==> config.mk <==
export PLATFORM = sky130hd
export DESIGN_NAME = ir_key_interp
export DESIGN_NICKNAME = d
export VERILOG_FILES = /design/src/hdl/ir_key_pkg.sv /design/src/hdl/flash_seq.sv /design/src/hdl/ir_key_interp.sv
export VERILOG_INCLUDE_DIRS = /design/src /design/src/hdl
export SDC_FILE = /design/constraint.sdc
export NUM_CORES = 1
export LEC_CHECK = 0
export BUFFER_PORTS_ARGS = -buffer_cell sky130_fd_sc_hd__buf_2
export CAP_MARGIN = 5
export CORE_MARGIN = 1
export CORE_UTILIZATION = 45
export DETAILED_ROUTE_END_ITERATION = 12
export GPL_ROUTABILITY_DRIVEN = 0
export HOLD_SLACK_MARGIN = 0.08
export SETUP_SLACK_MARGIN = 0.1
export SLEW_MARGIN = 25
export SYNTH_ARGS = -nofsm -noshare
export SYNTH_HDL_FRONTEND = slang
export SYNTH_SLANG_ARGS = --single-unit
==> constraint.sdc <==
create_clock -name core_clk -period 9.1 [get_ports core_clk]
set_clock_uncertainty 0.05 [all_clocks]
set_input_delay 0.455 -clock core_clk [delete_from_list [all_inputs] [get_ports core_clk]]
set_output_delay 0.455 -clock core_clk [all_outputs]
set_load 0.005 [all_outputs]
==> src/hdl/ir_key_consts.svh <==
/*
  Constants for the remote-key command interpreter: key codes, timing
  figures and reset values. Assumes a 25 MHz core clock.
*/
// What this block does
// - Valid key answered by one flash
// - Invalid key: five quick flashes, command discarded
// - Test key enters test mode, one flash
// - 15 s idle leaves test mode, one flash
// - Read plus config key flashes its value
// - Pattern read flashes its remote number
// - Zero digit is one 2 s flash
// - Digits sent hundreds, tens, ones with pauses
// - Pattern number always three digits
// - Intensity read flashes level one to four
// - Pattern key plus three digits loads pattern
// - Intensity digits 1..4 select 25..100 percent
// - Battery read flashes 4..1 by voltage band
// - Lux key plus level 1..5 sets thresholds
// - Lux level defaults to 2
// - Out-of-range value rejected with five flashes
// - Completed sequence acknowledged by 1 s flash
// - Settings follow last change, remote or switch
`ifndef IR_KEY_CONSTS_SVH
`define IR_KEY_CONSTS_SVH
// Key codes from the decoder; digits are 0..9
`define KEY_TEST 5'h10
`define KEY_READ 5'h11
`define KEY_LUX 5'h12
`define KEY_PATTERN 5'h13
`define KEY_INTENSITY 5'h14
`define KEY_BATTERY 5'h15
// Times in milliseconds, cycle counts derived at 25 MHz
`define CLK_KHZ 25000
`define T_SHORT_ON_MS 300
`define T_SHORT_OFF_MS 300
`define T_QUICK_MS 100
`define T_ZERO_MS 2000
`define T_ACK_MS 1000
`define T_GAP_MS 1500
`define T_IDLE_MS 15000
`define CYC(ms) ((ms) * `CLK_KHZ)
// Reset values and error flash count
`define LUX_RESET 3'h2
`define INT_RESET 2'h3
`define ERR_FLASHES 4'h5
`endif

==> src/hdl/ir_key_pkg.sv <==
/*
  Types shared by the interpreter and its lamp sequencer.
  Assumes the constants header is included beside it.
*/
package ir_key_pkg;
  // One queued flash response
  typedef struct packed {
    logic [3:0] count; // flashes of one kind
    logic [1:0] kind; // 0 short, 1 quick, 2 long ack, 3 zero
  } flash_req_t;
  typedef enum logic [1:0] {K_SHORT, K_QUICK, K_ACK, K_ZERO} flash_kind_t;
  // Configuration handed to the lamp driver
  typedef struct packed {
    logic [7:0] pattern; // remote pattern number
    logic [1:0] intensity; // 0..3 = 25..100 percent
    logic [2:0] lux_level; // 1..5
  } lamp_cfg_t;
endpackage

==> src/hdl/flash_seq.sv <==
/*
  Lamp flash sequencer: plays a group of equal flashes then a gap.
  Assumes one request is offered only while idle.
*/
`timescale 1ns/100ps
`include "ir_key_consts.svh"
module flash_seq #(
  parameter int SCALE = 1 // Divides every time, for fast simulation
) (
  input wire logic core_clk,
  input wire logic resetn,
  input wire logic start,
  input wire ir_key_pkg::flash_req_t req,
  input wire logic gap_after, // Insert digit pause at end
  output logic busy,
  output logic lamp_on
);
  logic [31:0] tmr_r; // Phase timer
  logic [3:0] left_r; // Flashes still to play
  logic [1:0] kind_r;
  logic on_r;
  logic gap_r;
  // On time per kind
  function automatic logic [31:0] on_len(input logic [1:0] k);
    case (k)
      2'h1: on_len = 32'(`CYC(`T_QUICK_MS) / SCALE);
      2'h2: on_len = 32'(`CYC(`T_ACK_MS) / SCALE);
      2'h3: on_len = 32'(`CYC(`T_ZERO_MS) / SCALE);
      default: on_len = 32'(`CYC(`T_SHORT_ON_MS) / SCALE);
    endcase
  endfunction
  // Flash and pause sequencing
  always_ff @(posedge core_clk) begin
    if (!resetn) begin
      tmr_r <= 32'h0;
      left_r <= 4'h0;
      kind_r <= 2'h0;
      on_r <= 1'b0;
      gap_r <= 1'b0;
    end else if (start && !busy) begin
      left_r <= req.count;
      kind_r <= req.kind;
      gap_r <= gap_after;
      on_r <= 1'b1;
      tmr_r <= on_len(req.kind);
    end else if (tmr_r > 32'h1) begin
      tmr_r <= tmr_r - 32'h1;
    end else if (tmr_r == 32'h1) begin
      if (on_r) begin
        // Off phase; last flash takes the digit pause if asked
        on_r <= 1'b0;
        left_r <= left_r - 4'h1;
        if (left_r == 4'h1) begin
          tmr_r <= gap_r ? 32'(`CYC(`T_GAP_MS) / SCALE) : 32'h0;
        end else begin
          tmr_r <= 32'(`CYC(kind_r == 2'h1 ? `T_QUICK_MS : `T_SHORT_OFF_MS) / SCALE);
        end
      end else if (left_r != 4'h0) begin
        on_r <= 1'b1;
        tmr_r <= on_len(kind_r);
      end else begin
        tmr_r <= 32'h0;
      end
    end
  end
  assign busy = (tmr_r != 32'h0);
  assign lamp_on = on_r;
endmodule

==> src/hdl/ir_key_interp.sv <==
/*
  Remote-key command interpreter: decodes key sequences, keeps lamp
  configuration and queues flash responses to the sequencer.
  Assumes keys arrive as one-cycle strobes from an infrared decoder.
*/
`timescale 1ns/100ps
`include "ir_key_consts.svh"
module ir_key_interp #(
  parameter int SCALE = 1 // Shortens all times in simulation
) (
  input wire logic core_clk,
  input wire logic resetn,
  input wire logic key_valid, // One-cycle key strobe
  input wire logic [4:0] key_code,
  input wire logic test_hold, // Test key held up to 5 s, decoded upstream
  input wire logic [7:0] switch_pattern, // Pattern number from board switches
  input wire logic [1:0] switch_intensity,
  input wire logic [1:0] battery_band, // 0 flat .. 3 high
  output logic lamp_on,
  output logic test_mode,
  output logic busy,
  output ir_key_pkg::lamp_cfg_t cfg
);
  typedef enum {S_IDLE, S_READ, S_PAT_D, S_INT_D, S_LUX_D} state_t;
  state_t state_r;
  logic [1:0] digs_r; // Pattern digits taken
  logic [9:0] acc_r; // Accumulated pattern number
  logic [31:0] idle_r; // Test-mode idle timer
  logic [7:0] sw_pat_r; // Last seen switch pattern
  logic [1:0] sw_int_r;
  logic sw_seen_r; // Switch sample taken after reset
  // Response queue: up to three digits
  ir_key_pkg::flash_req_t q_r [3];
  logic [1:0] qn_r; // Entries pending
  logic seq_busy;
  logic seq_start;
  logic is_digit;
  logic [3:0] dig;
  logic accept;
  ir_key_pkg::lamp_cfg_t cfg_r;
  localparam logic [31:0] IDLE_CYC = 32'(`CYC(`T_IDLE_MS) / SCALE);
  assign is_digit = (key_code <= 5'h09);
  assign dig = key_code[3:0];
  assign busy = seq_busy || (qn_r != 2'h0);
  assign accept = key_valid && !busy;
  assign seq_start = !seq_busy && (qn_r != 2'h0);
  assign cfg = cfg_r;
  // Digit flash request, zero becomes one long flash
  function automatic ir_key_pkg::flash_req_t dreq(input logic [3:0] d);
    dreq.count = (d == 4'h0) ? 4'h1 : d;
    dreq.kind = (d == 4'h0) ? 2'h3 : 2'h0;
  endfunction
  function automatic ir_key_pkg::flash_req_t mreq(input logic [3:0] n, input logic [1:0] k);
    mreq.count = n;
    mreq.kind = k;
  endfunction
  // Key decoding, configuration and response queue
  always_ff @(posedge core_clk) begin
    if (!resetn) begin
      state_r <= S_IDLE;
      digs_r <= 2'h0;
      acc_r <= 10'h0;
      qn_r <= 2'h0;
      for (int i = 0; i < 3; i++) begin
        q_r[i] <= '0;
      end
      cfg_r.pattern <= 8'h0;
      cfg_r.intensity <= `INT_RESET;
      cfg_r.lux_level <= `LUX_RESET;
      sw_pat_r <= 8'h0;
      sw_int_r <= 2'h0;
      sw_seen_r <= 1'b0;
    end else begin
      // Switch changes, also those made while unpowered, take over
      if (!sw_seen_r || switch_pattern != sw_pat_r) begin
        cfg_r.pattern <= switch_pattern;
      end
      if (!sw_seen_r || switch_intensity != sw_int_r) begin
        cfg_r.intensity <= switch_intensity;
      end
      sw_pat_r <= switch_pattern;
      sw_int_r <= switch_intensity;
      sw_seen_r <= 1'b1;
      if (seq_start) begin
        // Pop front entry
        q_r[0] <= q_r[1];
        q_r[1] <= q_r[2];
        qn_r <= qn_r - 2'h1;
      end
      if (accept && test_mode) begin
        // Default answer: one flash for a taken key
        q_r[0] <= mreq(4'h1, 2'h0);
        qn_r <= 2'h1;
        state_r <= S_IDLE;
        case (state_r)
          S_IDLE: begin
            if (key_code == `KEY_READ) state_r <= S_READ;
            else if (key_code == `KEY_PATTERN) begin
              state_r <= S_PAT_D;
              digs_r <= 2'h0;
              acc_r <= 10'h0;
            end else if (key_code == `KEY_INTENSITY) state_r <= S_INT_D;
            else if (key_code == `KEY_LUX) state_r <= S_LUX_D;
            else if (key_code != `KEY_TEST) begin
              q_r[0] <= mreq(`ERR_FLASHES, 2'h1);
            end
          end
          S_READ: begin
            if (key_code == `KEY_PATTERN) begin
              // Always three digits of the remote number
              q_r[0] <= dreq(4'(cfg_r.pattern / 8'd100));
              q_r[1] <= dreq(4'((cfg_r.pattern / 8'd10) % 8'd10));
              q_r[2] <= dreq(4'(cfg_r.pattern % 8'd10));
              qn_r <= 2'h3;
            end else if (key_code == `KEY_INTENSITY) begin
              q_r[0] <= dreq({2'h0, cfg_r.intensity} + 4'h1);
            end else if (key_code == `KEY_BATTERY) begin
              q_r[0] <= dreq({2'h0, battery_band} + 4'h1);
            end else if (key_code == `KEY_LUX) begin
              q_r[0] <= dreq({1'b0, cfg_r.lux_level});
            end else begin
              q_r[0] <= mreq(`ERR_FLASHES, 2'h1);
            end
          end
          S_PAT_D: begin
            if (!is_digit) q_r[0] <= mreq(`ERR_FLASHES, 2'h1);
            else if (digs_r != 2'h2) begin
              acc_r <= 10'(acc_r * 10'd10 + {6'h0, dig});
              digs_r <= digs_r + 2'h1;
              state_r <= S_PAT_D;
            end else if (10'(acc_r * 10'd10 + {6'h0, dig}) > 10'd255) begin
              q_r[0] <= mreq(`ERR_FLASHES, 2'h1);
            end else begin
              cfg_r.pattern <= 8'(acc_r * 10'd10 + {6'h0, dig});
              q_r[0] <= mreq(4'h1, 2'h2);
            end
          end
          S_INT_D: begin
            if (is_digit && dig >= 4'h1 && dig <= 4'h4) begin
              cfg_r.intensity <= 2'(dig - 4'h1);
              q_r[0] <= mreq(4'h1, 2'h2);
            end else q_r[0] <= mreq(`ERR_FLASHES, 2'h1);
          end
          S_LUX_D: begin
            if (is_digit && dig >= 4'h1 && dig <= 4'h5) begin
              cfg_r.lux_level <= 3'(dig);
              q_r[0] <= mreq(4'h1, 2'h2);
            end else q_r[0] <= mreq(`ERR_FLASHES, 2'h1);
          end
          default: state_r <= S_IDLE;
        endcase
      end else if (accept && test_hold) begin
        q_r[0] <= mreq(4'h1, 2'h0);
        qn_r <= 2'h1;
      end else if (test_mode && !busy && idle_r == 32'h1) begin
        q_r[0] <= mreq(4'h1, 2'h0);
        qn_r <= 2'h1;
        state_r <= S_IDLE;
      end
    end
  end
  // Test-mode entry and idle timeout
  always_ff @(posedge core_clk) begin
    if (!resetn) begin
      test_mode <= 1'b0;
      idle_r <= 32'h0;
    end else if (!test_mode && accept && test_hold) begin
      test_mode <= 1'b1;
      idle_r <= IDLE_CYC;
    end else if (test_mode && accept) begin
      idle_r <= IDLE_CYC;
    end else if (test_mode && !busy) begin
      // Timer only runs when no answer is being flashed
      if (idle_r <= 32'h1) test_mode <= 1'b0;
      idle_r <= idle_r - 32'h1;
    end
  end
  flash_seq #(.SCALE(SCALE)) u_seq (
    .core_clk(core_clk),
    .resetn(resetn),
    .start(seq_start),
    .req(q_r[0]),
    .gap_after(qn_r != 2'h1),
    .busy(seq_busy),
    .lamp_on(lamp_on)
  );
  // Rule checks sit beside the logic; each names the rule it guards
  AST_LAMP_OFF_IDLE: assert property (@(posedge core_clk) disable iff (!resetn)
    !busy |-> !lamp_on) else $error("lamp lit while idle");
  // A key offered during an answer must not touch the settings
  AST_IGNORE_BUSY: assert property (@(posedge core_clk) disable iff (!resetn)
    busy && key_valid |=> $stable(cfg_r)) else $error("key taken while busy");
  AST_KEY_ANSWER: assert property (@(posedge core_clk) disable iff (!resetn)
    accept && test_mode |=> qn_r != 2'h0) else $error("no answer queued");
  AST_INT_SET: assert property (@(posedge core_clk) disable iff (!resetn)
    accept && test_mode && state_r == S_INT_D && key_code == 5'h02
    |=> cfg_r.intensity == 2'h1) else $error("intensity not set");
  AST_LUX_RANGE: assert property (@(posedge core_clk) disable iff (!resetn)
    cfg_r.lux_level >= 3'h1 && cfg_r.lux_level <= 3'h5) else $error("lux out of range");
  // Out-of-range level: five quick flashes and the command is dropped
  AST_LUX_BAD: assert property (@(posedge core_clk) disable iff (!resetn)
    accept && test_mode && state_r == S_LUX_D && key_code == 5'h06
    |=> q_r[0].count == 4'h5 && state_r == S_IDLE) else $error("bad lux kept");
  AST_ERR_QUICK: assert property (@(posedge core_clk) disable iff (!resetn)
    accept && test_mode && state_r == S_IDLE && key_code == 5'h03
    |=> q_r[0].kind == 2'h1) else $error("invalid key not rejected");
  AST_PAT_THREE: assert property (@(posedge core_clk) disable iff (!resetn)
    accept && test_mode && state_r == S_READ && key_code == `KEY_PATTERN
    |=> qn_r == 2'h3) else $error("pattern read not three digits");
  // Intensity read answers one digit between one and four
  AST_INT_READ: assert property (@(posedge core_clk) disable iff (!resetn)
    accept && test_mode && state_r == S_READ && key_code == `KEY_INTENSITY
    |=> q_r[0].count >= 4'h1 && q_r[0].count <= 4'h4 && q_r[0].kind == 2'h0)
    else $error("intensity read out of range");
  // Idle lapse drops test mode and queues one short flash
  AST_IDLE_EXIT: assert property (@(posedge core_clk) disable iff (!resetn)
    test_mode && !busy && !key_valid && idle_r == 32'h1
    |=> !test_mode && qn_r == 2'h1 && q_r[0].kind == 2'h0)
    else $error("test mode did not lapse");
  // Main scenarios: entry, exit, three-digit read, error and acknowledge
  COV_TEST: cover property (@(posedge core_clk) disable iff (!resetn) $rose(test_mode));
  COV_EXIT: cover property (@(posedge core_clk) disable iff (!resetn) $fell(test_mode));
  COV_READ: cover property (@(posedge core_clk) disable iff (!resetn) qn_r == 2'h3);
  COV_ERR: cover property (@(posedge core_clk) disable iff (!resetn)
    seq_start && q_r[0].kind == 2'h1);
  COV_ACK: cover property (@(posedge core_clk) disable iff (!resetn)
    seq_start && q_r[0].kind == 2'h2);
endmodule

==> impl_metrics.xml, run 1 <==
<?xml version="1.0" encoding="UTF-8"?>
<metrics>
  <group name="timing">
    <metric name="layout_setup_ws" unit="ps">5037</metric>
    <metric name="timing.final.crit_share" unit="%">44.65</metric>
    <metric name="relSlewSlack" unit="%">39.13</metric>
    <metric name="fin_crit" unit="ps">4063</metric>
    <metric name="worst-slew-pin-transition" unit="ps">909.7</metric>
    <metric name="rsz_0062_raised_after_global_routing" unit="">false</metric>
    <metric name="maxClockFrequency" unit="GHz">0.2461</metric>
    <metric name="finalSetupViolCount" unit="">0</metric>
    <metric name="report.final.hold_viol_count" unit="">0</metric>
    <metric name="report.final.slew_viol_count" unit="">0</metric>
    <metric name="setup_tns" unit="ps">0</metric>
  </group>
  <group name="place">
    <metric name="place_hpwl" unit="mm">14.84</metric>
    <metric name="post_dp_cell_area" unit="um2">8615</metric>
    <metric name="numPortBuffers" unit="">36</metric>
    <metric name="place_inst" unit="">1249</metric>
    <metric name="place_worst_setup_slack" unit="ps">5155</metric>
  </group>
  <group name="drt">
    <metric name="drt-wirelength-per-cell" unit="um">16.26</metric>
    <metric name="antenna_left" unit="">0</metric>
    <metric name="detailroute.via_count" unit="">7297</metric>
    <metric name="initialDrtViolationCount" unit="">460</metric>
    <metric name="routed_wire_length" unit="mm">20.81</metric>
    <metric name="detail_route.drc_violations" unit="">0</metric>
    <metric name="route.detailed.vias_per_inst" unit="">5.701</metric>
    <metric name="drt_first_pass_iters" unit="">5</metric>
  </group>
  <group name="clock_tree">
    <metric name="cts_tree" unit="">done</metric>
    <metric name="cts_buffers" unit="">17</metric>
    <metric name="ctsRootBufferMaster" unit="">clkbuf_16</metric>
    <metric name="cts_repair_resize_count" unit="">0</metric>
    <metric name="clk_pin_slew_worst_paths" unit="ps">60</metric>
    <metric name="cts.path.max_buffers" unit="">2</metric>
    <metric name="clkSinkCount" unit="">129</metric>
    <metric name="clock_tree.htree_level_count" unit="">4</metric>
    <metric name="source_to_sink_clock_delay_at_the_later_pin_of_the_worst_skew_pair" unit="ps">430</metric>
    <metric name="postCtsSetupRepairBufs" unit="">0</metric>
    <metric name="postCtsHoldBufs" unit="">0</metric>
  </group>
  <group name="floorplanning">
    <metric name="start_util" unit="%">46.10</metric>
    <metric name="boundaryPins" unit="">37</metric>
    <metric name="die_area" unit="um2">19010</metric>
    <metric name="core.rowCount" unit="">49</metric>
    <metric name="area_of_the_core_region" unit="um2">18020</metric>
    <metric name="die_h" unit="um">137.9</metric>
    <metric name="chipWidth" unit="um">137.9</metric>
  </group>
  <group name="yosys">
    <metric name="yosys.cell_types.count" unit="">82</metric>
    <metric name="synth_most_common_cell" unit="">nor2_1</metric>
    <metric name="synth_commonest_cells" unit="">nor2_1, dfxtp_1, nand2_1, a21oi_1, o21ai_0</metric>
    <metric name="synth.yosys.warnings" unit="">0</metric>
    <metric name="synth_seq_cells" unit="">129</metric>
    <metric name="yosys-top-cells-area" unit="">dfxtp_1, ha_1, nor2_1</metric>
    <metric name="number_of_enable_flip_flop_cells_after_synthesis" unit="">15</metric>
    <metric name="syn-instance-count" unit="">1027</metric>
    <metric name="syn_avg_cell_area" unit="um2">8.091</metric>
    <metric name="async_reset_ff_share" unit="%">0</metric>
    <metric name="postSynth.topFlopCell" unit="">dfxtp_1</metric>
    <metric name="mappedNetlistNets" unit="">1098</metric>
    <metric name="synth.largest_area_cell" unit="">dfxtp_1</metric>
    <metric name="synth.top_cell.area_share" unit="%">27.47</metric>
    <metric name="synth.yosys.seq_area_share" unit="%">32.89</metric>
    <metric name="netlist_area" unit="um2">8309</metric>
  </group>
  <group name="power_and_ir_drop">
    <metric name="p_int" unit="uW">1367</metric>
    <metric name="power_frac_comb" unit="%">34.8</metric>
    <metric name="leakage" unit="uW">0.003599</metric>
    <metric name="clock_power_share" unit="%">31.7</metric>
    <metric name="worst_vdd_ir" unit="V">0.0001840</metric>
    <metric name="powerDensity" unit="nW/um2">235.5</metric>
    <metric name="switching_power" unit="uW">800.7</metric>
    <metric name="power.sequential.fraction" unit="%">33.5</metric>
    <metric name="sw_frac_of_total" unit="%">36.93</metric>
  </group>
  <group name="critical_path">
    <metric name="delay_heaviest_family_cp" unit="">simple AND/OR/NAND/NOR gates</metric>
    <metric name="worstPathRequired" unit="ps">9320</metric>
    <metric name="endpoint_kind" unit="">register</metric>
    <metric name="crit_path_start_kind" unit="">register</metric>
    <metric name="critPathMaxFanout" unit="">16</metric>
    <metric name="worst_path_buffer_plus_inverter_count" unit="">1</metric>
    <metric name="cp.arrival" unit="ps">4290</metric>
    <metric name="worst-setup-path-type" unit="">register to register</metric>
    <metric name="longest_individual_stage_delay_on_the_worst_path" unit="ps">650</metric>
    <metric name="cpMaxStageDelayCell" unit="">nand4_1</metric>
    <metric name="timing.critical_path.cells" unit="">ha_1 -&gt; ha_1 -&gt; inv_1 -&gt; fa_1 -&gt; nand2b_1 -&gt; nor2_1 -&gt; nor4b_1 -&gt; nor3b_1 -&gt; o2bb2ai_1 -&gt; nand4_1 -&gt; nor2_1 -&gt; a211oi_1</metric>
  </group>
  <group name="final_layout">
    <metric name="final-instance-count-excl-fill" unit="">1280</metric>
    <metric name="layout-area-overhead-vs-synth" unit="%">10.81</metric>
    <metric name="drive_above_1_share" unit="%">8.849</metric>
    <metric name="layout.nets" unit="">1110</metric>
    <metric name="final_area" unit="um2">9208</metric>
    <metric name="utilization" unit="%">51.08</metric>
    <metric name="antenna_cells" unit="">0</metric>
  </group>
  <group name="flow_run">
    <metric name="max-cap-violations" unit="">0</metric>
  </group>
  <group name="global_routing">
    <metric name="grt_util_all_layers" unit="%">22.55</metric>
    <metric name="grt_most_used_layer" unit="">met2</metric>
    <metric name="met2_usage" unit="%">36.72</metric>
    <metric name="grt_remaining_overflow" unit="">0</metric>
    <metric name="grtUsageMet3" unit="%">4.496</metric>
    <metric name="via_count_of_the_first_global_routing_pass" unit="">6679</metric>
    <metric name="grt_first_pass_wirelength" unit="mm">33.25</metric>
    <metric name="groute.layer.met1.usage" unit="%">29.35</metric>
    <metric name="maximum_number_of_pins_on_one_net_before_global_route_repair" unit="">54</metric>
    <metric name="number_of_antenna_violations_at_the_first_check_in_global_routing" unit="">0</metric>
  </group>
  <group name="outcome">
    <metric name="status" unit="">completed</metric>
  </group>
  <group name="hold_path">
    <metric name="hold_class" unit="">primary input to register</metric>
  </group>
</metrics>
==> worst reg2reg max path, cell delays in order, from the launching register on <==
cell and delay (ps):
dfxtp_1 420, ha_1 270, ha_1 230, inv_1 70
fa_1 440, nand2b_1 200, nor2_1 90, nor4b_1 540
nor3b_1 260, o2bb2ai_1 250, nand4_1 650, nor2_1 370
a211oi_1 80
==> metrics by stage <==
step | total power [uW] | hold WS (ps)
after floorplan | 1322 | 392.0
after global placement | 1476 | 415.9
after detailed placement | 1478 | 411.7
after CTS | 2174 | 216.7
after global routing | 2293 | 229.9
final | 2168 | 223.4
==> layout make-up <==
| cell class | instances | area [um2] |
|---|---|---|
| clock buffers | 23 | 488.0 |
| clock inverters | 8 | 105.1 |
| fillers | 1760 | 8817 |
| inverters | 34 | 127.6 |
| multi-input cells | 818 | 5265 |
| flip-flops and latches | 129 | 2733 |
| well taps | 229 | 286.5 |
| repair buffers | 39 | 202.7 |
==> registers in the layout, summed over array words and instances (netlist names), 3 cells and up <==
register and flops:
q_r 16, state_r 3, u_seq.left_r 4, acc_r 9, idle_r 32, cfg 13, sw_pat_r 8, u_seq.tmr_r 32
==> worst paths after layout <==
path | start | end | slack, ps | cells past startpoint
setup / recovery | acc_r[1] | cfg[8] | 5040 | 12
hold / removal | switch_pattern[2] | sw_pat_r[2] | 220 | 2
setup reg to reg | acc_r[1] | cfg[8] | 5040 | 12
hold reg to reg | q_r[0][4] | u_seq.left_r[2] | 420 | 1
==> layout by cell type, fill, tap and decap left out, types with 8 or more instances in the layout <==
| cell | n |
|---|---|
| a211oi_1 | 20 |
| a21o_1 | 8 |
| a21oi_1 | 79 |
| a31oi_1 | 10 |
| and2_1 | 17 |
| and3_1 | 9 |
| buf_2 | 36 |
| clkbuf_16 | 17 |
| dfxtp_1 | 114 |
| edfxtp_1 | 15 |
| ha_1 | 48 |
| inv_1 | 32 |
| mux2i_1 | 11 |
| nand2_1 | 87 |
| nand2b_1 | 17 |
| nand3_1 | 21 |
| nand4_1 | 9 |
| nor2_1 | 136 |
| nor2b_1 | 9 |
| nor3_1 | 42 |
| nor4_1 | 17 |
| o211ai_1 | 14 |
| o21ai_0 | 50 |
| or3_1 | 10 |
| xnor2_1 | 45 |
| xor2_1 | 35 |
==> cells by family (layout without fill, tap and decap cells) <==
| logic type | after synthesis | after routing | share of synthesized area [%] |
|---|---|---|---|
| and+or+nand+nor | 424 | 424 | 25.97 |
| AOI/OAI and AO/OA | 252 | 252 | 19.61 |
| DFF | 129 | 129 | 32.89 |
| muxes | 12 | 12 | 1.461 |
| xor gates and xnor gates | 80 | 80 | 8.432 |
| adders and majority gates | 50 | 50 | 7.710 |
| buffers and inverters | 80 | 104 | 3.930 |
==> power by group through the flow <==
stage               Clock, uW  Combinational, uW  Sequential [uW]
floorplan                   0                609              713
global placement            0                740              735
detailed placement          0                742              736
CTS                       698                751              725
global route              720                837              736
finish                    688                755              726
==> per-layer routing <==
metal	vias up	share of wire [%]
met5	-	0
met4	0	2.0
met3	37	4.1
met2	147	46
met1	3389	48
li1	3724	-
Power figures use the tool's default switching activity.
==> inputs of run 2 (changes only) <==
--- a/config.mk
+++ b/config.mk
@@ -6,6 +6,7 @@
 export SDC_FILE = /design/constraint.sdc
 export NUM_CORES = 1
 export LEC_CHECK = 0
+export ABC_AREA = 1
 export BUFFER_PORTS_ARGS = -buffer_cell sky130_fd_sc_hd__buf_2
 export CAP_MARGIN = 5
 export CORE_MARGIN = 1
==> constraint.sdc (replaced) <==
create_clock -name core_clk -period 3.91 [get_ports core_clk]
set_clock_uncertainty 0.05 [all_clocks]
set_input_delay 0.1955 -clock core_clk [delete_from_list [all_inputs] [get_ports core_clk]]
set_output_delay 0.1955 -clock core_clk [all_outputs]
set_load 0.005 [all_outputs]
==> run 2 against run 1 <==
  * Largest power group unchanged
  * Utilization grew 1.8 points
  * Sequential power grew 120%
  * Sequential share of layout area shrank 2.3 points
  * Count of clock-buffer cells in the layout shrank 1
  * First-iteration DRC count grew 28%
  * Largest cell class unchanged
  * Worst setup slack lost 4600 ps
  * Die area grew 4.6%
==> impl_metrics.xml, run 2 <==
<?xml version="1.0" encoding="UTF-8"?>
<metrics>
  <group name="yosys">
    <metric name="netlist_area" unit="um2">8698</metric>
    <metric name="async_reset_ff_share" unit="%">0</metric>
    <metric name="yosys.cell_types.count" unit="">63</metric>
    <metric name="number_of_enable_flip_flop_cells_after_synthesis" unit="">15</metric>
    <metric name="synth_commonest_cells" unit="">nand2_1, nor2_1, inv_1, dfxtp_1, a21oi_1</metric>
    <metric name="mappedNetlistNets" unit="">1313</metric>
    <metric name="synth.yosys.seq_area_share" unit="%">31.42</metric>
    <metric name="synth.top_cell.area_share" unit="%">26.24</metric>
    <metric name="postSynth.topFlopCell" unit="">dfxtp_1</metric>
    <metric name="syn-instance-count" unit="">1242</metric>
    <metric name="yosys-top-cells-area" unit="">dfxtp_1, nand2_1, nor2_1</metric>
    <metric name="synth_seq_cells" unit="">129</metric>
    <metric name="syn_avg_cell_area" unit="um2">7.003</metric>
    <metric name="synth.yosys.warnings" unit="">0</metric>
    <metric name="synth_most_common_cell" unit="">nand2_1</metric>
    <metric name="synth.largest_area_cell" unit="">dfxtp_1</metric>
  </group>
  <group name="timing">
    <metric name="setup_tns" unit="ps">0</metric>
    <metric name="report.final.slew_viol_count" unit="">0</metric>
    <metric name="maxClockFrequency" unit="GHz">0.2860</metric>
    <metric name="relSlewSlack" unit="%">39.84</metric>
    <metric name="worst-slew-pin-transition" unit="ps">899.1</metric>
    <metric name="fin_crit" unit="ps">3496</metric>
    <metric name="timing.final.crit_share" unit="%">89.41</metric>
    <metric name="finalSetupViolCount" unit="">0</metric>
    <metric name="layout_setup_ws" unit="ps">414.1</metric>
    <metric name="report.final.hold_viol_count" unit="">0</metric>
    <metric name="rsz_0062_raised_after_global_routing" unit="">true</metric>
  </group>
  <group name="flow_run">
    <metric name="max-cap-violations" unit="">0</metric>
  </group>
  <group name="clock_tree">
    <metric name="source_to_sink_clock_delay_at_the_later_pin_of_the_worst_skew_pair" unit="ps">430</metric>
    <metric name="clkSinkCount" unit="">129</metric>
    <metric name="postCtsSetupRepairBufs" unit="">0</metric>
    <metric name="cts.path.max_buffers" unit="">2</metric>
    <metric name="cts_tree" unit="">done</metric>
    <metric name="clk_pin_slew_worst_paths" unit="ps">60</metric>
    <metric name="ctsRootBufferMaster" unit="">clkbuf_16</metric>
    <metric name="cts_buffers" unit="">17</metric>
    <metric name="clock_tree.htree_level_count" unit="">4</metric>
  </group>
  <group name="hold_path">
    <metric name="hold_class" unit="">primary input to register</metric>
  </group>
  <group name="critical_path">
    <metric name="longest_individual_stage_delay_on_the_worst_path" unit="ps">330</metric>
    <metric name="delay_heaviest_family_cp" unit="">simple AND/OR/NAND/NOR gates</metric>
    <metric name="crit_end" unit="">q_r[0][2]</metric>
    <metric name="timing.critical_path.cells" unit="">inv_1 -&gt; ha_1 -&gt; nand3_2 -&gt; nor2_4 -&gt; nand4_2 -&gt; nor3_2 -&gt; nand3_2 -&gt; nor2_2 -&gt; inv_2 -&gt; nor2_4 -&gt; nand2_4 -&gt; clkinv_2 -&gt; nand2_1 -&gt; nor2_4 -&gt; nand2_1 -&gt; nor3b_1 -&gt; o311ai_1 -&gt; inv_1 -&gt; nand3_2</metric>
    <metric name="r2r_end" unit="">q_r[0][2]</metric>
    <metric name="cp.arrival" unit="ps">3570</metric>
    <metric name="crit_path_start_kind" unit="">register</metric>
    <metric name="reg2reg_from" unit="">u_seq.tmr_r[0]</metric>
    <metric name="cpMaxStageDelayCell" unit="">dfxtp_1</metric>
    <metric name="critPathMaxFanout" unit="">8</metric>
    <metric name="crit_start" unit="">u_seq.tmr_r[0]</metric>
    <metric name="timing.critical_path.depth" unit="">19</metric>
    <metric name="r2r_slack" unit="ps">410</metric>
    <metric name="worst-setup-path-type" unit="">register to register</metric>
    <metric name="r2r_cells" unit="">19</metric>
    <metric name="worstPathRequired" unit="ps">3990</metric>
    <metric name="endpoint_kind" unit="">register</metric>
    <metric name="worst_path_buffer_plus_inverter_count" unit="">4</metric>
  </group>
  <group name="floorplanning">
    <metric name="die_area" unit="um2">19890</metric>
    <metric name="chipWidth" unit="um">141.0</metric>
    <metric name="boundaryPins" unit="">37</metric>
    <metric name="start_util" unit="%">46.19</metric>
    <metric name="core.rowCount" unit="">50</metric>
    <metric name="die_h" unit="um">141.0</metric>
    <metric name="area_of_the_core_region" unit="um2">18830</metric>
  </group>
  <group name="power_and_ir_drop">
    <metric name="power_frac_comb" unit="%">33.8</metric>
    <metric name="switching_power" unit="uW">1802</metric>
    <metric name="powerDensity" unit="nW/um2">487.9</metric>
    <metric name="leakage" unit="uW">0.004612</metric>
    <metric name="sw_frac_of_total" unit="%">37.05</metric>
    <metric name="worst_vdd_ir" unit="V">0.0003233</metric>
    <metric name="power.sequential.fraction" unit="%">33.1</metric>
    <metric name="p_int" unit="uW">3061</metric>
    <metric name="clock_power_share" unit="%">33.1</metric>
  </group>
  <group name="final_layout">
    <metric name="regs_by_ff_count" unit="">idle_r x32, u_seq.tmr_r x32, q_r x16</metric>
    <metric name="layout.nets" unit="">1373</metric>
    <metric name="final-instance-count-excl-fill" unit="">1574</metric>
    <metric name="layout-area-overhead-vs-synth" unit="%">14.57</metric>
    <metric name="drive_above_1_share" unit="%">12.10</metric>
    <metric name="final_area" unit="um2">9966</metric>
    <metric name="antenna_cells" unit="">0</metric>
    <metric name="leading_cell_types_in_the_layout_fill_and_taps_excluded" unit="">nand2_1, nor2_1, inv_1, dfxtp_1, a21oi_1</metric>
    <metric name="layout_commonest_cell" unit="">nand2_1</metric>
  </group>
  <group name="drt">
    <metric name="initialDrtViolationCount" unit="">589</metric>
    <metric name="route.detailed.vias_per_inst" unit="">5.211</metric>
    <metric name="routed_wire_length" unit="mm">22.08</metric>
    <metric name="detail_route.drc_violations" unit="">0</metric>
    <metric name="drt_first_pass_iters" unit="">5</metric>
    <metric name="antenna_left" unit="">0</metric>
    <metric name="drt-wirelength-per-cell" unit="um">14.03</metric>
    <metric name="detailroute.via_count" unit="">8202</metric>
  </group>
  <group name="place">
    <metric name="post_dp_cell_area" unit="um2">9216</metric>
    <metric name="place_inst" unit="">1530</metric>
    <metric name="place_worst_setup_slack" unit="ps">323.7</metric>
    <metric name="numPortBuffers" unit="">36</metric>
    <metric name="place_hpwl" unit="mm">16.58</metric>
  </group>
  <group name="global_routing">
    <metric name="grt_util_all_layers" unit="%">23.49</metric>
    <metric name="via_count_of_the_first_global_routing_pass" unit="">7714</metric>
    <metric name="grt_remaining_overflow" unit="">0</metric>
    <metric name="grt_first_pass_wirelength" unit="mm">37.19</metric>
    <metric name="number_of_antenna_violations_at_the_first_check_in_global_routing" unit="">0</metric>
    <metric name="maximum_number_of_pins_on_one_net_before_global_route_repair" unit="">40</metric>
  </group>
  <group name="outcome">
    <metric name="status" unit="">completed</metric>
  </group>
</metrics>
==> run 2: cell types whose count changed after synthesis, moves of 11 or more <==
| cell | change |
|---|---|
| nand2_2 | +18 |
| nand3_1 | +43 |
| a31oi_1 | +11 |
| buf_2 | -13 |
| mux2i_1 | -11 |
| a21oi_1 | -13 |
| and2_1 | -17 |
| xnor2_1 | -20 |
| nand2b_1 | -17 |
| nand4_1 | +12 |
| nor2_1 | +37 |
| nand2_1 | +112 |
| inv_1 | +134 |
==> run 2: stage by stage <==
stage | hold slack, ps | total power, uW | utilization, %
5_1_grt | 127.5 | 5194 | 52.92
4_1_cts | 99.64 | 4883 | 52.76
3_3_place_gp | 341.6 | 3240 | 48.94
2_1_floorplan | 173.2 | 2873 | -
6_report | 107.3 | 4863 | 52.92
3_5_place_dp | 346.1 | 3239 | 48.94
==> run 2: timing repair <==
action | CTS | global route
setup endpoints to repair | 0 | 9
hold buffers | 13 | 0
endpoints found under the hold margin | 14 | 0
gates resized for setup | 0 | 6
==> run 2: worst min path at each step <==
stage                        to  depth (start not counted)           startpoint
finish                   cfg[2]                          3          key_code[2]
global route             cfg[2]                          3          key_code[2]
CTS                      cfg[2]                          3          key_code[2]
detailed placement  sw_int_r[0]                          3  switch_intensity[0]
global placement    sw_int_r[1]                          3  switch_intensity[1]
floorplan             sw_seen_r                          0               resetn
==> run 2: worst min-delay path, stage by stage <==
cell and delay (ps):
buf_2 140, inv_1 110, a21oi_1 80
==> run 2: power groups by stage <==
stage | combinational [uW] | sequential, uW | clock (uW)
6_report | 1640 | 1610 | 1610
5_1_grt | 1870 | 1630 | 1690
4_1_cts | 1640 | 1610 | 1640
3_5_place_dp | 1610 | 1630 | 0
3_3_place_gp | 1600 | 1630 | 0
2_1_floorplan | 1270 | 1600 | 0
==> run 2: layout make-up <==
type | instances | area (um2)
Fill cell | 1930 | 8865
Multi-Input combinational cell | 911 | 5230
Sequential cell | 129 | 2733
Inverter | 182 | 688.2
Clock buffer | 22 | 484.2
Timing Repair Buffer | 61 | 400.4
Tap cell | 260 | 325.3
Clock inverter | 9 | 105.1
==> run 2: cell families after synthesis <==
| group | count (synthesis) | share of synthesized area (%) |
|---|---|---|
| AO/OA/AOI/OAI | 228 | 16.11 |
| AND/OR/NAND/NOR | 582 | 31.17 |
| adder cells (fa/ha/maj) | 50 | 7.365 |
| flip-flops | 129 | 31.42 |
| buffers and inverters | 202 | 8.803 |
| XOR/XNOR | 51 | 5.135 |
==> run 2: metal layers <==
metal,vias up,track usage [%],part of all wire (%),wire length [um]
li1,4275,-,-,-
met5,-,0,0,0
met1,3757,30.90,50,10950
met3,22,4.144,3.6,791
met2,148,39.41,46,10060
met4,0,6.693,1.3,278
==> inputs of run 3 (changes only) <==
--- a/config.mk
+++ b/config.mk
@@ -6,7 +6,6 @@
 export SDC_FILE = /design/constraint.sdc
 export NUM_CORES = 1
 export LEC_CHECK = 0
-export ABC_AREA = 1
 export BUFFER_PORTS_ARGS = -buffer_cell sky130_fd_sc_hd__buf_2
 export CAP_MARGIN = 5
 export CORE_MARGIN = 1
@@ -14,7 +13,8 @@
 export DETAILED_ROUTE_END_ITERATION = 12
 export GPL_ROUTABILITY_DRIVEN = 0
 export HOLD_SLACK_MARGIN = 0.08
-export SETUP_SLACK_MARGIN = 0.1
+export MAX_ROUTING_LAYER = met4
+export SETUP_SLACK_MARGIN = 0.2
 export SLEW_MARGIN = 25
 export SYNTH_ARGS = -nofsm -noshare
 export SYNTH_HDL_FRONTEND = slang
==> run 3 against run 2 <==
  * Global-route usage is 0.36 points higher
  * Hold slack lost 10 ps
  * First-iteration DRC count down 22%
  * Die area fell by 4.4%
  * Register-to-register slack worse by 40 ps
  * Worst setup slack lost 44 ps
  * Sequential power rose by 4%
  * Utilization is essentially flat
  * Flip-flop and latch count did not move
  * Count of clock-buffer cells in the layout decreased by 3
  * Largest cell class unchanged
  * Largest power group unchanged
==> impl_metrics.xml, run 3 (synthesis results as in run 1) <==
<?xml version="1.0" encoding="UTF-8"?>
<metrics>
  <group name="timing">
    <metric name="rsz_0062_raised_after_global_routing" unit="">false</metric>
    <metric name="fin_crit" unit="ps">3540</metric>
    <metric name="timing.final.crit_share" unit="%">90.54</metric>
    <metric name="report.final.hold_viol_count" unit="">0</metric>
    <metric name="finalSetupViolCount" unit="">0</metric>
    <metric name="relSlewSlack" unit="%">59.25</metric>
    <metric name="setup_tns" unit="ps">0</metric>
    <metric name="worst-slew-pin-transition" unit="ps">595.8</metric>
    <metric name="maxClockFrequency" unit="GHz">0.2825</metric>
    <metric name="report.final.slew_viol_count" unit="">0</metric>
  </group>
  <group name="floorplanning">
    <metric name="die_h" unit="um">137.9</metric>
    <metric name="chipWidth" unit="um">137.9</metric>
    <metric name="start_util" unit="%">46.10</metric>
    <metric name="die_area" unit="um2">19010</metric>
    <metric name="boundaryPins" unit="">37</metric>
    <metric name="area_of_the_core_region" unit="um2">18020</metric>
    <metric name="core.rowCount" unit="">49</metric>
  </group>
  <group name="clock_tree">
    <metric name="source_to_sink_clock_delay_at_the_later_pin_of_the_worst_skew_pair" unit="ps">420</metric>
    <metric name="cts_tree" unit="">done</metric>
    <metric name="clk_pin_slew_worst_paths" unit="ps">60</metric>
    <metric name="cts_buffers" unit="">17</metric>
    <metric name="ctsRootBufferMaster" unit="">clkbuf_16</metric>
    <metric name="clkSinkCount" unit="">129</metric>
    <metric name="clock_tree.htree_level_count" unit="">4</metric>
    <metric name="cts.path.max_buffers" unit="">2</metric>
  </group>
  <group name="global_routing">
    <metric name="via_count_of_the_first_global_routing_pass" unit="">6873</metric>
    <metric name="grt_util_all_layers" unit="%">23.85</metric>
    <metric name="maximum_number_of_pins_on_one_net_before_global_route_repair" unit="">30</metric>
    <metric name="grt_first_pass_wirelength" unit="mm">34.21</metric>
    <metric name="grt_remaining_overflow" unit="">0</metric>
    <metric name="number_of_antenna_violations_at_the_first_check_in_global_routing" unit="">1</metric>
  </group>
  <group name="final_layout">
    <metric name="layout_commonest_cell" unit="">nor2_1</metric>
    <metric name="leading_cell_types_in_the_layout_fill_and_taps_excluded" unit="">nor2_1, dfxtp_1, nand2_1, a21oi_1, o21ai_0</metric>
    <metric name="final-instance-count-excl-fill" unit="">1319</metric>
    <metric name="utilization" unit="%">52.95</metric>
    <metric name="register_cell_area_after_layout" unit="um2">2735</metric>
    <metric name="layout.nets" unit="">1147</metric>
    <metric name="drive_above_1_share" unit="%">11.57</metric>
    <metric name="layout-area-overhead-vs-synth" unit="%">14.86</metric>
    <metric name="multi_input_logic_area" unit="um2">5301</metric>
    <metric name="regs_by_ff_count" unit="">idle_r x32, u_seq.tmr_r x32, q_r x16</metric>
    <metric name="filler_cell_count" unit="">1725</metric>
  </group>
  <group name="drt">
    <metric name="antenna_left" unit="">0</metric>
    <metric name="drt-wirelength-per-cell" unit="um">16.21</metric>
    <metric name="detail_route.drc_violations" unit="">0</metric>
    <metric name="routed_wire_length" unit="mm">21.38</metric>
    <metric name="routedLengthMet1" unit="mm">10.07</metric>
    <metric name="dr_wl_met2" unit="mm">10.13</metric>
    <metric name="initialDrtViolationCount" unit="">459</metric>
    <metric name="drt_first_pass_iters" unit="">8</metric>
    <metric name="route.detailed.vias_per_inst" unit="">5.707</metric>
    <metric name="highest-signal-layer" unit="">met4</metric>
    <metric name="detailroute.via_count" unit="">7527</metric>
    <metric name="met3RoutedLength" unit="um">885</metric>
  </group>
  <group name="place">
    <metric name="place_inst" unit="">1276</metric>
    <metric name="numPortBuffers" unit="">36</metric>
    <metric name="place_hpwl" unit="mm">15.50</metric>
  </group>
  <group name="critical_path">
    <metric name="worst-setup-path-type" unit="">register to register</metric>
    <metric name="endpoint_kind" unit="">register</metric>
    <metric name="cp.arrival" unit="ps">3550</metric>
    <metric name="worstPathRequired" unit="ps">3920</metric>
    <metric name="critPathMaxFanout" unit="">6</metric>
    <metric name="r2r_slack" unit="ps">370</metric>
    <metric name="crit_path_start_kind" unit="">register</metric>
  </group>
  <group name="outcome">
    <metric name="status" unit="">completed</metric>
  </group>
  <group name="hold_path">
    <metric name="hold_class" unit="">primary input to register</metric>
  </group>
  <group name="power_and_ir_drop">
    <metric name="powerDensity" unit="nW/um2">535.3</metric>
    <metric name="worst_vdd_ir" unit="V">0.0006526</metric>
    <metric name="leakage" unit="uW">0.003785</metric>
  </group>
  <group name="flow_run">
    <metric name="max-cap-violations" unit="">0</metric>
  </group>
</metrics>
==> run 3: cell types whose count changed in the layout (fill, tap and decap cells not counted), sizes merged, moves of 13 or more <==
cell	change
nand2	-138
nor2	-45
and2	+17
xnor2	+20
nand4	-14
nand2b	+17
nand3	-46
o21ai	-13
buf	+18
inv	-145
==> run 3: what timing repair did <==
item / 4_1_cts / 5_1_grt
gates resized for setup: 2 / 8
gates cloned: 0 / 0
hold buffers: 10 / 0
setup endpoints to repair: 5 / 9
hold endpoints to repair: 10 / 0
pin swaps: 0 / 1
buffers inserted: 0 / 0
==> run 3: worst paths after layout <==
path                                      start               to  depth (start not counted)
worst max register to register   u_seq.tmr_r[8]        q_r[0][3]                          8
worst max-delay path             u_seq.tmr_r[8]        q_r[0][3]                          8
worst min-delay path                key_code[0]           cfg[5]                          3
worst min register to register  u_seq.tmr_r[26]  u_seq.tmr_r[26]                          2
==> run 3: through the flow <==
step	instance area, um2	hold slack (ps)	power, uW	worst slack (ps)
final	9544	97.12	5109	369.9
after global routing	9544	100.8	5406	185.2
after global placement	8808	393.6	3490	247.0
after floorplan	8309	173.2	3077	520.3
after CTS	9505	95.36	5107	253.8
after detailed placement	8808	401.6	3497	111.7
==> run 3: cell type report <==
cell class / count / share of cell area [%]
multi-input combinational: 818 / 55.55
sequential: 129 / 28.66
timing repair buffer: 76 / 5.296
clock buffer: 19 / 4.641
tap: 229 / 3.002
clock inverter: 13 / 1.494
inverter: 34 / 1.337
antenna: 1 / 0.02622
==> run 3: worst max-delay path, cell delays in order, from the launching register on <==
cell,delay (ps)
dfxtp_1,350
or4_1,630
nor3_1,450
nand4_1,310
nor2_1,400
nand2_1,230
nor3_1,380
nor2_1,120
o211ai_1,260
==> run 3: report_power, final <==
part	switching, uW	internal [uW]
Combinational	1110	726
Sequential	166	1510
Clock	590	1000
==> run 3: layer usage <==
metal,vias to the layer above,track usage [%]
met1,3551,29.99
met5,-,-
met2,151,38.50
li1,3802,-
met3,23,4.861
met4,0,7.065
